## config.mk

```make
export PLATFORM = sky130hd
export DESIGN_NAME = boot_map_decode
export DESIGN_NICKNAME = d
export VERILOG_FILES = /design/src/include/boot_map_pkg.sv /design/src/verilog/vector_select.sv /design/src/verilog/boot_map_decode.sv
export VERILOG_INCLUDE_DIRS = /design/src /design/src/include
export SDC_FILE = /design/constraint.sdc
export NUM_CORES = 1
export LEC_CHECK = 0
export BUFFER_PORTS_ARGS = -buffer_cell sky130_fd_sc_hd__buf_4
export CAP_MARGIN = 5
export CORE_MARGIN = 2
export CORE_UTILIZATION = 47
export DETAILED_ROUTE_END_ITERATION = 7
export HOLD_SLACK_MARGIN = 0.08
export PLACE_DENSITY = 0.9
export SLEW_MARGIN = 40
export SYNTH_ARGS = -nofsm -noshare
export SYNTH_HDL_FRONTEND = slang
export SYNTH_SLANG_ARGS = --single-unit
```

## constraint.sdc

```tcl
create_clock -name clk_sys -period 3.07 [get_ports clk_sys]
set_input_delay 0.1535 -clock clk_sys [delete_from_list [all_inputs] [get_ports clk_sys]]
set_output_delay 0.1535 -clock clk_sys [all_outputs]
set_load 0.05 [all_outputs]
```

## src/include/boot_map_defs.svh

```systemverilog
// Purpose: offsets, field positions, reset values and map bounds for the boot map decoder
// Assumes: 16-bit byte addresses, 8-bit data
// Notes:   definitions only
`ifndef BOOT_MAP_DEFS_SVH
`define BOOT_MAP_DEFS_SVH

// ==========================================================================
// registers
`define BM_CTRL_ADDR        16'h0fd0
`define BM_COMMIT_ADDR      16'h0fd1
`define BM_CTRL_RESET       8'h40
`define BM_COMMIT_CODE      8'hd5
`define BM_ENABLE_BIT       4

// ==========================================================================
// memory map
`define BOOT_LO             16'h1000
`define BOOT_HI             16'h17ff
`define BOOT_ABSENT_DATA    8'hff
`define FLASH_CODE_LO       16'h8000
`define FLASH_LO            16'hc000
`define FLASH_HI            16'hffff
`define SFR1_LO             16'h0000
`define SFR1_HI             16'h003f
`define SFR2_LO             16'h0f00
`define SFR2_HI             16'h0fff
`define SFR3_LO             16'h0e40
`define SFR3_HI             16'h0eff

// ==========================================================================
// vectors
`define VEC_RESET           16'hfffe
`define VEC_SWI             16'hfffc
`define VEC_WDT             16'hfff8
`define VEC_WAKEUP          16'hfff6
`define VEC_TBT             16'hfff4
`define VEC_VOLT            16'hffec
`define VEC_ADC             16'hffea
`define VEC_RTC             16'hffe8
`define VEC_T8C0            16'hffe6
`define VEC_T8C1            16'hffe4
`define VEC_T16A0           16'hffe2
`define VEC_EXT0            16'hffde
`define VEC_EXT1            16'hffdc
`define VEC_SER1RX          16'hffd2
`define VEC_SER1TX          16'hffd0
`define VEC_T8C2            16'hffce
`define VEC_T8C3            16'hffcc

`define NUM_IRQ             16

`endif

```

## src/include/boot_map_pkg.sv

```systemverilog
// Purpose: shared types for the boot map decoder
// Assumes: nothing
// Notes:   constants live in boot_map_defs.svh
package boot_map_pkg;

    // ======================================================================
    // decode target of one access
    typedef enum logic [2:0] {
        TGT_NONE,
        TGT_SFR,
        TGT_BOOT,
        TGT_FLASH,
        TGT_SWI,
        TGT_ABSENT
    } target_t;

endpackage

```

## src/verilog/vector_select.sv

```systemverilog
// Purpose: picks the highest-priority pending, enabled interrupt and gives its entry
// Assumes: request index 0 has the highest priority
// Notes:   purely combinational, sampled by the caller
`timescale 1ns/1ps
`include "boot_map_defs.svh"

module vector_select #(
    parameter int NUM = `NUM_IRQ
) (
    input  wire logic [NUM-1:0] irqPending,
    input  wire logic [NUM-1:0] irqEnable,
    input  wire logic           stackFull,
    output logic                hit,
    output logic [15:0]         entry
);

    // ======================================================================
    // vector table
    localparam logic [15:0] TABLE [16] = '{
        `VEC_SWI, `VEC_WDT, `VEC_WAKEUP, `VEC_TBT,
        `VEC_VOLT, `VEC_ADC, `VEC_RTC, `VEC_T8C0,
        `VEC_T8C1, `VEC_T16A0, `VEC_EXT0, `VEC_EXT1,
        `VEC_SER1RX, `VEC_SER1TX, `VEC_T8C2, `VEC_T8C3
    };

    initial begin
        if (NUM != 16) begin
            $error("vector_select supports exactly 16 sources");
        end
    end

    // ======================================================================
    // priority pick, gated by enable and stack space
    always_comb begin
        hit   = 1'b0;
        entry = 16'h0000;
        for (int i = NUM - 1; i >= 0; i--) begin
            if (irqPending[i] && irqEnable[i] && !stackFull) begin
                hit   = 1'b1;
                entry = TABLE[i];
            end
        end
    end

endmodule // vector_select

```

## src/verilog/boot_map_decode.sv

```systemverilog
// Purpose: boot ROM mapping control, code/data map decode and vector supply
// Assumes: CPU core on the same clock; one access per cycle
// Notes:   all outputs registered, so decode answers one cycle after request
`timescale 1ns/1ps
`include "boot_map_defs.svh"

module boot_map_decode #(
    parameter int  NUM_IRQ   = `NUM_IRQ,
    parameter bit  BIG_FLASH = 1'b0
) (
    input  wire logic               clk_sys,
    input  wire logic               rst_b,
    input  wire logic               serialProgMode,
    input  wire logic               accValid,
    input  wire logic               accFetch,
    input  wire logic               accWrite,
    input  wire logic [15:0]        accAddr,
    input  wire logic [7:0]         accWdata,
    input  wire logic [7:0]         bootRdata,
    input  wire logic [7:0]         flashRdata,
    input  wire logic [NUM_IRQ-1:0] irqPending,
    input  wire logic [NUM_IRQ-1:0] irqEnable,
    input  wire logic               stackFull,
    input  wire logic               resetEntryReq,
    output logic [12:0]             bootAddr,
    output logic [13:0]             flashAddr,
    output logic                    selSfr,
    output logic                    selBoot,
    output logic                    selFlash,
    output logic                    rdataValid,
    output logic [7:0]              rdata,
    output logic [7:0]              mapEffective,
    output logic                    bootMapped,
    output logic                    vectorValid,
    output logic [15:0]             vectorAddr
);

    // ======================================================================
    // elaboration checks
    initial begin
        if (NUM_IRQ != 16) begin
            $error("boot_map_decode needs 16 interrupt sources");
        end
    end

    localparam logic [7:0] SWI_OPCODE = 8'hff;

    // ======================================================================
    // boot map control: holding copy and effective copy
    logic [7:0] holdCopy;
    logic [7:0] effCopy;
    logic [7:0] next_holdCopy;
    logic [7:0] next_effCopy;

    logic ctrlWrite;
    logic commitWrite;

    assign ctrlWrite   = accValid && accWrite && !accFetch && (accAddr == `BM_CTRL_ADDR);
    assign commitWrite = accValid && accWrite && !accFetch && (accAddr == `BM_COMMIT_ADDR);

    always_comb begin
        next_holdCopy = holdCopy;
        next_effCopy  = effCopy;
        if (ctrlWrite) begin
            next_holdCopy = accWdata;
        end
        if (commitWrite && accWdata == `BM_COMMIT_CODE) begin
            next_effCopy = holdCopy;
        end
        // any other key value falls through with both copies untouched
    end

    always_ff @(posedge clk_sys or negedge rst_b) begin
        if (!rst_b) begin
            holdCopy <= `BM_CTRL_RESET;
            effCopy  <= `BM_CTRL_RESET;
        end else begin
            holdCopy <= next_holdCopy;
            effCopy  <= next_effCopy;
        end
    end

    logic mapOn;
    assign mapOn = effCopy[`BM_ENABLE_BIT];

    // ======================================================================
    // address decode
    boot_map_pkg::target_t tgt;

    logic inBoot;
    logic inSfr;
    logic inFlash;

    assign inBoot  = (accAddr >= `BOOT_LO) && (accAddr <= `BOOT_HI);
    assign inSfr   = (accAddr <= `SFR1_HI)
                  || ((accAddr >= `SFR2_LO) && (accAddr <= `SFR2_HI))
                  || ((accAddr >= `SFR3_LO) && (accAddr <= `SFR3_HI));
    // whole upper half decodes to flash; only 0xc000 up is populated,
    // so the low 14 bits address the array and lower addresses alias
    assign inFlash = accAddr >= `FLASH_CODE_LO;

    always_comb begin
        tgt = boot_map_pkg::TGT_NONE;
        if (inBoot) begin
            if (mapOn) begin
                tgt = boot_map_pkg::TGT_BOOT;
            end else if (accFetch) begin
                // small parts have nothing here, so the core traps
                tgt = BIG_FLASH ? boot_map_pkg::TGT_FLASH : boot_map_pkg::TGT_SWI;
            end else begin
                tgt = boot_map_pkg::TGT_ABSENT;
            end
        end else if (inFlash) begin
            tgt = boot_map_pkg::TGT_FLASH;
        end else if (inSfr && !accFetch) begin
            tgt = boot_map_pkg::TGT_SFR;
        end
    end

    // ======================================================================
    // registered access answer
    logic [12:0] next_bootAddr;
    logic [13:0] next_flashAddr;
    logic        next_selSfr;
    logic        next_selBoot;
    logic        next_selFlash;
    logic        next_rdataValid;
    logic [7:0]  next_rdata;

    always_comb begin
        next_bootAddr   = bootAddr;
        next_flashAddr  = flashAddr;
        next_selSfr     = 1'b0;
        next_selBoot    = 1'b0;
        next_selFlash   = 1'b0;
        next_rdataValid = accValid && !accWrite;
        next_rdata      = 8'h00;
        if (accValid) begin
            // outside serial prom mode the top address bit is held low
            next_bootAddr  = {serialProgMode & accAddr[11], accAddr[11:0]};
            next_flashAddr = accAddr[13:0];
            case (tgt)
                boot_map_pkg::TGT_BOOT:   next_selBoot  = 1'b1;
                boot_map_pkg::TGT_FLASH:  next_selFlash = 1'b1;
                boot_map_pkg::TGT_SFR:    next_selSfr   = 1'b1;
                boot_map_pkg::TGT_SWI:    next_rdata    = SWI_OPCODE;
                boot_map_pkg::TGT_ABSENT: next_rdata    = `BOOT_ABSENT_DATA;
                default:                  next_rdata    = 8'h00;
            endcase
            if (!accWrite && !accFetch) begin
                if (accAddr == `BM_CTRL_ADDR) begin
                    next_rdata = holdCopy;
                end else if (accAddr == `BM_COMMIT_ADDR) begin
                    next_rdata = effCopy;
                end
            end
        end
    end

    always_ff @(posedge clk_sys or negedge rst_b) begin
        if (!rst_b) begin
            bootAddr   <= 13'h0000;
            flashAddr  <= 14'h0000;
            selSfr     <= 1'b0;
            selBoot    <= 1'b0;
            selFlash   <= 1'b0;
            rdataValid <= 1'b0;
            rdata      <= 8'h00;
        end else begin
            bootAddr   <= next_bootAddr;
            flashAddr  <= next_flashAddr;
            selSfr     <= next_selSfr;
            selBoot    <= next_selBoot;
            selFlash   <= next_selFlash;
            rdataValid <= next_rdataValid;
            rdata      <= next_rdata;
        end
    end

    // ======================================================================
    // mapping status
    always_ff @(posedge clk_sys or negedge rst_b) begin
        if (!rst_b) begin
            mapEffective <= `BM_CTRL_RESET;
            bootMapped   <= 1'b0;
        end else begin
            mapEffective <= next_effCopy;
            bootMapped   <= next_effCopy[`BM_ENABLE_BIT];
        end
    end

    // ======================================================================
    // vector supply; reset entry outranks every interrupt
    logic        irqHit;
    logic [15:0] irqEntry;
    logic        next_vectorValid;
    logic [15:0] next_vectorAddr;

    vector_select #(
        .NUM        (NUM_IRQ)
    ) u_vector_select (
        .irqPending (irqPending),
        .irqEnable  (irqEnable),
        .stackFull  (stackFull),
        .hit        (irqHit),
        .entry      (irqEntry)
    );

    always_comb begin
        next_vectorValid = irqHit;
        next_vectorAddr  = irqEntry;
        if (resetEntryReq) begin
            next_vectorValid = 1'b1;
            next_vectorAddr  = `VEC_RESET;
        end
    end

    // the reset entry is also shown during reset so the core starts there
    always_ff @(posedge clk_sys or negedge rst_b) begin
        if (!rst_b) begin
            vectorValid <= 1'b1;
            vectorAddr  <= `VEC_RESET;
        end else begin
            vectorValid <= next_vectorValid;
            vectorAddr  <= next_vectorAddr;
        end
    end

endmodule // boot_map_decode

```

==> results of run 1 <==
[critical path, cell delays in order]
cell	delay, ps
dlygate4sd3_1	540
buf_4	150
nor3_1	160
nand4_1	270
nor3_4	410
nor3b_4	460
mux2_2	390
[final timing paths]
check / start / to / slack (ps)
worst max-delay path: accAddr[12] / holdCopy[0] / 730
worst min-delay path: accAddr[9] / bootAddr[9] / 100
worst max register to register: bootMapped / rdata[2] / 1260
worst min register to register: flashAddr[12] / flashAddr[12] / 520
max in group asynchronous: rst_b / selBoot / 2240
min in group asynchronous: rst_b / mapEffective[0] / 400
[cell families (layout without fill, tap and decap cells)]
family / count (synthesis) / in the layout / synth area share
AOI/OAI and AO/OA: 39 / 39 / 0.100
buffers and inverters: 29 / 150 / 0.0808
DFF: 50 / 50 / 0.523
muxes: 31 / 31 / 0.144
other: 1 / 1 / 0.00155
and+or+nand+nor: 67 / 67 / 0.151
[power by group]
group	total (mW)	switching, mW	internal (mW)
sequential	0.710	0.0183	0.692
combinational	0.445	0.284	0.161
clock	0.391	0.209	0.182
[placed cells by master (no fill, tap or decap), types with 2 or more instances in the layout]
cell type / synthesis / layout
nand4_1: 3 / 3
dlygate4sd3_1: 0 / 12
o21ai_0: 10 / 10
a31oi_1: 2 / 2
a21oi_1: 13 / 13
inv_1: 3 / 3
nor2_1: 5 / 5
nand3_1: 3 / 3
buf_4: 23 / 127
nor3_1: 5 / 5
clkbuf_8: 0 / 6
a211oi_1: 2 / 2
or4_2: 2 / 2
dfrtp_1: 41 / 41
a22oi_1: 2 / 2
mux2_2: 30 / 30
nand2_1: 34 / 34
dfstp_2: 9 / 9
nor2b_1: 2 / 2
[synthesized netlist by cell type, types with 2 or more instances]
master,n,share of area
nand3_1,3,0.0062
dfstp_2,9,0.098
nor2b_1,2,0.0052
a21oi_1,13,0.027
o21ai_0,10,0.021
mux2_2,30,0.14
nand2_1,34,0.053
a211oi_1,2,0.0062
or4_2,2,0.0073
clkbuf_1,2,0.0031
a22oi_1,2,0.0062
inv_1,3,0.0047
buf_4,23,0.072
nand4_1,3,0.0078
nor3_1,5,0.010
dfrtp_1,41,0.42
a31oi_1,2,0.0052
nor2_1,5,0.0078
[flip-flops by register name (all words and copies together) (netlist names)]
signal / flops
bootAddr: 13
bootMapped: 1
flashAddr: 2
holdCopy: 8
mapEffective: 7
rdata: 8
rdataValid: 1
selBoot: 1
selFlash: 1
selSfr: 1
vectorAddr: 6
vectorValid: 1
[metal layers]
layer / part of all wire / GRT usage / vias to the layer above
met5: 0 / 0 / -
met4: 0.013 / 0.0721 / 0
met3: 0.065 / 0.0622 / 8
met2: 0.54 / 0.382 / 91
met1: 0.38 / 0.238 / 995
li1: - / - / 995
[area by class of cell]
class | count | area, µm²
Clock buffer | 7 | 86.3
Clock inverter | 1 | 5.00
Fill cell | 394 | 1560
Inverter | 3 | 11.3
Multi-Input combinational cell | 138 | 957
Sequential cell | 50 | 1260
Tap cell | 70 | 87.6
Timing Repair Buffer | 139 | 1070
[through the flow]
stage                     hold WS (ps)  instance area [µm²]  worst slack [ps]
after floorplan                   -142                 2410              1210
after global placement             201                 3270               908
after detailed placement           210                 3270               881
after CTS                         83.1                 3420               715
after global routing              82.4                 3480               534
final                             95.9                 3480               729
==> key figures, run 1 <==
Floorplan
  • Die W: approximately 76 µm
  • Row count: 26
  • Initial core utilization: 0.479
  • Die Y: ~76 µm
  • Core ar.: 5040 µm²
  • I/O pin cnt: 145
  • Die ar.: approximately 5700 µm²

Timing
  • Slew @ Worst Pin: 637 ps
  • Max_slew headroom: 0.572
  • Tcrit/Tclk final: 0.762
  • Final hold vios: 0
  • Slew Viols, Final: 0
  • Final setup viols: 0
  • Fin crit period: 2340 ps
  • Fmax: about 430 MHz
  • TNS Setup: 0 ps
  • RSZ-0062 raised after global routing: no
  • Worst clock skew: 3.82 ps

CTS
  • Skew-Pair Late Insertion Delay: about 300 ps
  • Post-CTS Hold Fix Bufs: 6
  • CTS tree: yes
  • Clock Tree Root: clkbuf_8
  • Clock slew at reported path FFs: around 90 ps
  • Sink Count: 50
  • Setup Buffers After CTS: 0
  • CTS buffer count: 5
  • CTS-repair resized insts: 0
  • CTS max path bufs: 2
  • H-tree levels: 2

Synth
  • Avg Inst Size Synth: around 11 µm²
  • Post-synthesis cell count: ~220
  • Syn Std Cell Area: around 2400 µm²
  • Synth Flop Type: dfrtp_1
  • Library cells used by synthesis: 44
  • Syn. warnings: 0
  • Post-synth EDFFs: 0
  • Ys async rst share: 1.00
  • Sequential fraction of the synthesis area: 0.523
  • #FFs+latches synth: 50
  • Syn nets: between 200 and 300

Setup path
  • CP Max Fanout: 8
  • Cells on worst reg2reg path: 4
  • Crit. End Element: flop
  • Startpoint Class: input port
  • Worst Path Required: 3270 ps
  • Setup Crit Path Kind: in -> reg
  • Worst EP arrival: roughly 2500 ps

Hold path
  • Hold path depth: 2
  • Hold WC Path Type: in -> reg

Global route
  • Largest net degree at the start of global routing: between 50 and 60
  • First-pass GRT wire length: around 9000 µm
  • GRT Total Usage: 0.211
  • Overflow after GRT: 0
  • Number of global-route vias before repair: 1,950
  • Antenna violations before repair: 0

Routing
  • Post-DRT Antenna Nets: 0
  • Residual DRC: 0
  • Vias: between 2,000 and 2,500
  • Avg WL per Cell: roughly 15 µm
  • Final WL: ~6000 µm
  • DRT Pass-1 Iters: 5
  • Via density: 5.12
  • 1st-iter DRT viols: 103

Pwr
  • Leak Pwr: around 1.7 nW
  • Total power draw: 1.55 mW
  • Pwr/cell area: approximately 440 nW/µm²
  • Worst vdd ir: between 0.0002 and 0.00025 V

Final layout
  • Core Util, Final: 0.691
  • ANT cells: 0
  • Non-Filler Instances: about 400
  • Layout cells sized above 1: 0.536
  • P&R area growth vs syn: 44.2%
  • Fin nets: roughly 420

Outcome
  • Status: completed

Placement
  • # port buffers: about 130
  • Placer's final routability congestion estimate: approximately 0.8
  • DP Wirelength: approximately 4600 µm
  • Placed Cells: 388

Job
  • Max-Cap Viols: 0
(Power assumes the default switching activity.)
==> inputs of run 2 (changes only) <==
CORE_UTILIZATION = 43   (was 47)
PLACE_DENSITY = 0.84   (was 0.9)
clock period = 2.4 ns   (was 3.07 ns; I/O delays follow)
==> run 2 against run 1 <==
Global-route usage decreased by 0.81 points. Via count increased by 3.2%. Cell count increased by 3.9%. Power increased by 29%. Die area increased by 8.8%. Wire length increased by 1.8%. Count of clock-buffer cells in the layout decreased by 2. Sequential power increased by 28%. Flip-flop and latch count unchanged. Non-clock buffer count increased by 14. Clock power increased by 26%. Largest cell class unchanged.
==> key figures, run 2 (synthesis results as in run 1) <==
Placement
  • DP Wirelength: 4510 µm (-1.5%)
  • # port buffers: 127 (unchanged)
  • Placer's final routability congestion estimate: 0.818 (+2.2%)
  • Placed Cells: 391 (+0.77%)

Global route
  • Met1 Resource Use GR: 0.233 (-0.00507)
  • Largest net degree at the start of global routing: 51 (unchanged)
  • Number of global-route vias before repair: 2,088 (+7.1%)
  • Global Route met2 Usage: 0.382 (+0.000409)
  • Grt peak-use layer: met2
  • GRT Total Usage: 0.203 (-0.00814)
  • First-pass GRT wire length: 10000 µm (+11%)
  • Overflow after GRT: 0 (unchanged)
  • Met3 GRT Util: 0.0398 (-0.0224)
  • Antenna violations before repair: 0 (unchanged)

Routing
  • Vias: 2,155 (+3.2%)
  • DRT Pass-1 Iters: 4 (-1)
  • Post-DRT Antenna Nets: 0 (unchanged)
  • Avg WL per Cell: 14.4 µm (-2.0%)
  • 1st-iter DRT viols: 143 (+39%)
  • Via density: 5.08 (-0.73%)
  • Final WL: 6120 µm (+1.8%)
  • Residual DRC: 0 (unchanged)

Setup path
  • Startpoint Class: input port
  • Worst EP arrival: 2460 ps (-80 ps)
  • Crit. End Element: flop
  • Setup Crit Path Kind: in -> reg
  • Worst Path Required: 2630 ps (-640 ps)
  • CP Max Fanout: 7 (-1)

CTS
  • Clock slew at reported path FFs: 90 ps (about the same)
  • CTS max path bufs: 2 (unchanged)
  • H-tree levels: 2 (unchanged)
  • Sink Count: 50 (unchanged)
  • CTS tree: yes
  • Skew-Pair Late Insertion Delay: 300 ps (about the same)
  • Clock Tree Root: clkbuf_8
  • CTS-repair resized insts: 0 (unchanged)
  • CTS buffer count: 5 (unchanged)
  • Setup Buffers After CTS: 0 (unchanged)

Job
  • Max-Cap Viols: 0 (unchanged)

Floorplan
  • Die W: 78.9 µm (+4.3%)
  • Die Y: 78.9 µm (+4.3%)
  • Row count: 27 (+3.8%)
  • Initial core utilization: 0.441 (-0.0377)
  • Die ar.: 6230 µm² (+8.8%)
  • I/O pin cnt: 145 (unchanged)
  • Core ar.: 5470 µm² (+8.5%)

Final layout
  • P&R area growth vs syn: 50.2%
  • Biggest register: bootAddr
  • Leading cell type in the layout, fill and taps excluded: buf_4
  • ANT cells: 0 (unchanged)
  • Commonest cells after routing, fill and taps aside: buf_4, dfrtp_1, nand2_1, mux2_2, dlygate4sd3_1
  • Reg area: 1260 µm² (unchanged)
  • Layout cells sized above 1: 0.520 (-0.0156)
  • Fin nets: 431 (+3.4%)
  • Largest register FFs: 13 (unchanged)
  • Fillers: 421 (+6.9%)
  • Multi-input logic area: 957 µm² (unchanged)
  • Non-Filler Instances: 424 (+3.9%)
  • Top flop regs: bootAddr (13), holdCopy (8), rdata (8)

Timing
  • Worst clock skew: 1.84 ps (-1.98 ps)
  • TNS Setup: 0 ps (unchanged)
  • Slew Viols, Final: 0 (unchanged)
  • Final setup viols: 0 (unchanged)
  • Max_slew headroom: 0.517 (-0.0546)
  • Fmax: 448 MHz
  • Tcrit/Tclk final: 0.930
  • RSZ-0062 raised after global routing: no
  • Slew @ Worst Pin: 718 ps (+81.2 ps)
  • Final hold vios: 0 (unchanged)
  • Fin crit period: around 2200 ps

Hold path
  • Hold WC Path Type: in -> reg

Pwr
  • Worst vdd ir: 0.000286 V (+25%)
  • Pwr/cell area: 549 nW/µm² (+24%)
  • Leak Pwr: 1.76 nW (+3.3%)

Outcome
  • Status: completed
-- run 2: repair_timing --
| item | 4_1_cts | 5_1_grt |
|---|---|---|
| hold endpoints to repair | 66 | 0 |
| hold buffers | 25 | 0 |
| setup endpoints to repair | 0 | 0 |
-- run 2: cell type report --
type                            instances  area share
Clock buffer                            5      0.0190
Sequential cell                        50       0.348
Timing Repair Buffer                  153       0.334
Inverter                                3     0.00311
Clock inverter                          3     0.00690
Tap cell                               72      0.0248
Multi-Input combinational cell        138       0.264
-- run 2: final timing paths --
kind,startpoint,end,slack [ps],cells after the start
worst max-delay path,accAddr[13],rdata[7],170,7
worst min-delay path,accAddr[8],bootAddr[8],90,2
worst max register to register,bootMapped,rdata[7],590,4
worst min register to register,flashAddr[12],flashAddr[12],520,1
max in group asynchronous,rst_b,holdCopy[4],1630,2
min in group asynchronous,rst_b,bootAddr[8],370,2
-- run 2: critical path, stage by stage --
cell,delay [ps]
dlygate4sd3_1,540
buf_4,150
or3_1,410
or4b_2,670
o31ai_1,220
o21ai_0,190
a21oi_1,170
-- run 2: per-stage QoR --
stage,power (mW),util,hold slack (ps),setup slack (ps),area [µm²]
2_1_floorplan,1.29,-,-176,578,2410
3_3_place_gp,1.47,0.600,169,464,3280
3_5_place_dp,1.48,0.600,170,448,3280
4_1_cts,2.01,0.663,82.0,204,3630
5_1_grt,2.09,0.663,87.2,48.9,3630
6_report,1.99,0.663,93.8,167,3630
-- run 2: where the power goes --
group / internal, mW / switching [mW] / total [mW]
logic: 0.220 / 0.370 / 0.590
registers: 0.885 / 0.0244 / 0.909
clock network: 0.210 / 0.281 / 0.492
total: 1.32 / 0.675 / 1.99
-- run 2: routing by layer --
layer  routed length, µm  part of all wire
met1                2320              0.38
met2                3340              0.54
met3                 378             0.062
met4                  86             0.014
met5                   0                 0
==> inputs of run 3 (changes only) <==
SETUP_SLACK_MARGIN = 0.3   (was default)
==> run 3 against run 2 <==
Global-route usage fell by 0.27 points. Worst setup slack improved by 180 ps. Sequential share of layout area fell by 0.45 points. Critical path depth did not move. Utilization rose by 0.87 points. Flip-flop and latch count did not move. Cell count rose by 0.71%. Combinational power barely moved. Non-clock buffer count rose by 3. Via count rose by 0.28%. Power rose by 0.15%.
==> key figures, run 3 (synthesis results as in run 1) <==
Outcome
  • Status: completed

Setup path
  • CP Max Fanout: 8 (+1)
  • Reg2Reg Setup Slack: 660 ps (+70 ps)
  • Critical path cell sequence: dlygate4sd3_1 -> buf_4 -> or4_4 -> nor3_4 -> nor3b_4 -> buf_12 -> mux2_2
  • Startpoint Class: input port
  • CP max-delay cell: or4_4
  • Crit. End Element: flop
  • Setup Crit Path Kind: in -> reg
  • Worst Path Required: 2590 ps (-40 ps)
  • Crit path largest cell delay: 560 ps (-110 ps)
  • Worst EP arrival: 2250 ps (-210 ps)

Timing
  • Fmax: 487 MHz (+8.7%)
  • Slew Viols, Final: 0 (unchanged)
  • RSZ-0062 raised after global routing: no
  • Max_slew headroom: 0.602 (+0.0854)
  • Fin crit period: 2050 ps (-179 ps)
  • Final hold vios: 0 (unchanged)
  • Final worst setup slack: 346 ps (+179 ps)
  • Tcrit/Tclk final: 0.856 (-0.0746)
  • Worst clock skew: 6.31 ps (+4.47 ps)
  • Slew @ Worst Pin: 597 ps (-122 ps)
  • Final setup viols: 0 (unchanged)
  • TNS Setup: 0 ps (unchanged)

Final layout
  • P&R area growth vs syn: 52.1%
  • Non-Filler Instances: 427 (+0.71%)
  • ANT cells: 0 (unchanged)
  • Biggest register: bootAddr
  • Leading cell type in the layout, fill and taps excluded: buf_4
  • Fillers: 415 (-1.4%)
  • Multi-input logic area: 970 µm² (+1.3%)
  • Layout cells sized above 1: 0.530 (+0.00969)
  • Largest register FFs: 13 (unchanged)
  • Reg area: 1260 µm² (unchanged)
  • Fin nets: 434 (+0.70%)
  • Commonest cells after routing, fill and taps aside: buf_4, dfrtp_1, nand2_1, mux2_2, dlygate4sd3_1
  • Top flop regs: bootAddr (13), holdCopy (8), rdata (8)

Placement
  • # port buffers: 127 (unchanged)
  • DP Wirelength: 4510 µm (unchanged)
  • Placed Cells: 391 (unchanged)
  • Placer's final routability congestion estimate: 0.818 (unchanged)
  • Setup WS pre-CTS: 448 ps (unchanged)

Pwr
  • Clock Power Share: 0.247 (about the same)
  • Leak Pwr: 1.78 nW (+1.1%)
  • Net Switching: 0.678 mW (+0.40%)
  • Pwr/cell area: 543 nW/µm² (-1.1%)
  • Sw Ratio: 0.340 (+0.000819)
  • Seq pwr share: 0.456 (about the same)
  • Pint: 1.32 mW (about the same)
  • Combinational Power Share: 0.296 (about the same)
  • Worst vdd ir: 0.000337 V (+18%)

Global route
  • GRT Total Usage: 0.201 (-0.00274)
  • Number of global-route vias before repair: 2,144 (+2.7%)
  • First-pass GRT wire length: 9850 µm (-1.5%)
  • Overflow after GRT: 0 (unchanged)
  • Largest net degree at the start of global routing: 51 (unchanged)
  • Antenna violations before repair: 0 (unchanged)

Routing
  • Via density: 5.06 (-0.43%)
  • Vias: 2,161 (+0.28%)
  • 1st-iter DRT viols: 113 (-21%)
  • Final WL: 6310 µm (+3.1%)
  • Residual DRC: 0 (unchanged)
  • Avg WL per Cell: 14.8 µm (+2.4%)
  • DRT Pass-1 Iters: 4 (unchanged)
  • Post-DRT Antenna Nets: 0 (unchanged)

CTS
  • H-tree levels: 2 (unchanged)
  • Clock slew at reported path FFs: 90 ps (about the same)
  • Sink Count: 50 (unchanged)
  • CTS max path bufs: 2 (unchanged)
  • Clock Tree Root: clkbuf_8
  • CTS buffer count: 5 (unchanged)
  • CTS tree: yes
  • Skew-Pair Late Insertion Delay: 300 ps (about the same)

Job
  • Max-Cap Viols: 0 (unchanged)

Floorplan
  • Die Y: 78.9 µm (unchanged)
  • I/O pin cnt: 145 (unchanged)
  • Die W: 78.9 µm (unchanged)
  • Core ar.: 5470 µm² (unchanged)
  • Die ar.: 6230 µm² (unchanged)
  • Initial core utilization: 0.441 (unchanged)
  • Row count: 27 (unchanged)

Hold path
  • Hold WC Path Type: in -> reg
run 3: power groups by stage:
stage	clock (mW)	sequential (mW)	combinational, mW
CTS	0.515	0.909	0.589
floorplan	0	1.05	0.234
detailed placement	0	0.925	0.558
global placement	0	0.922	0.549
global route	0.555	0.915	0.620
finish	0.493	0.910	0.591
run 3: through the flow:
step / cell area (µm²) / hold slack, ps / utilization / power [mW]
6_report: 3670 / 96.6 / 0.671 / 1.99
2_1_floorplan: 2410 / -176 / - / 1.29
3_5_place_dp: 3280 / 170 / 0.600 / 1.48
4_1_cts: 3630 / 82.0 / 0.663 / 2.01
5_1_grt: 3670 / 93.0 / 0.671 / 2.09
3_3_place_gp: 3280 / 169 / 0.600 / 1.47
run 3: path summary, 6_finish.rpt:
path	startpoint	endpoint	depth (start not counted)
min	accAddr[8]	bootAddr[8]	2
max in group asynchronous	rst_b	holdCopy[4]	2
max reg2reg	bootMapped	rdata[3]	4
max	accAddr[5]	holdCopy[2]	7
min reg2reg	holdCopy[6]	rdata[6]	2
min in group asynchronous	rst_b	bootAddr[8]	2
run 3: what timing repair did:
| item | 4_1_cts | 5_1_grt |
|---|---|---|
| endpoints found under the setup margin | 0 | 23 |
| resized for setup | 0 | 3 |
| hold endpoints to repair | 66 | 0 |
| hold buffers | 25 | 0 |
| buffers inserted | 0 | 3 |
run 3: final cells by class:
class,instances,share of cell area
flip-flops and latches,50,0.344
repair buffers,156,0.339
multi-input cells,138,0.264
well taps,72,0.0245
clock buffers,5,0.0187
clock inverters,3,0.00681
inverters,3,0.00307
run 3: critical path, delay by kind of cell:
family,cells,cell delay [ps]
buffers and inverters,3,830
AND/OR/NAND/NOR,3,960
multiplexers,1,330
run 3: per-layer routing:
layer	GRT usage	wire, µm	part of all wire	up-vias
met3	0.0466	412	0.065	8
met2	0.377	3510	0.56	93
met4	0.0707	68	0.011	0
met5	0	0	0	-
li1	-	-	-	1033
met1	0.220	2330	0.37	1027
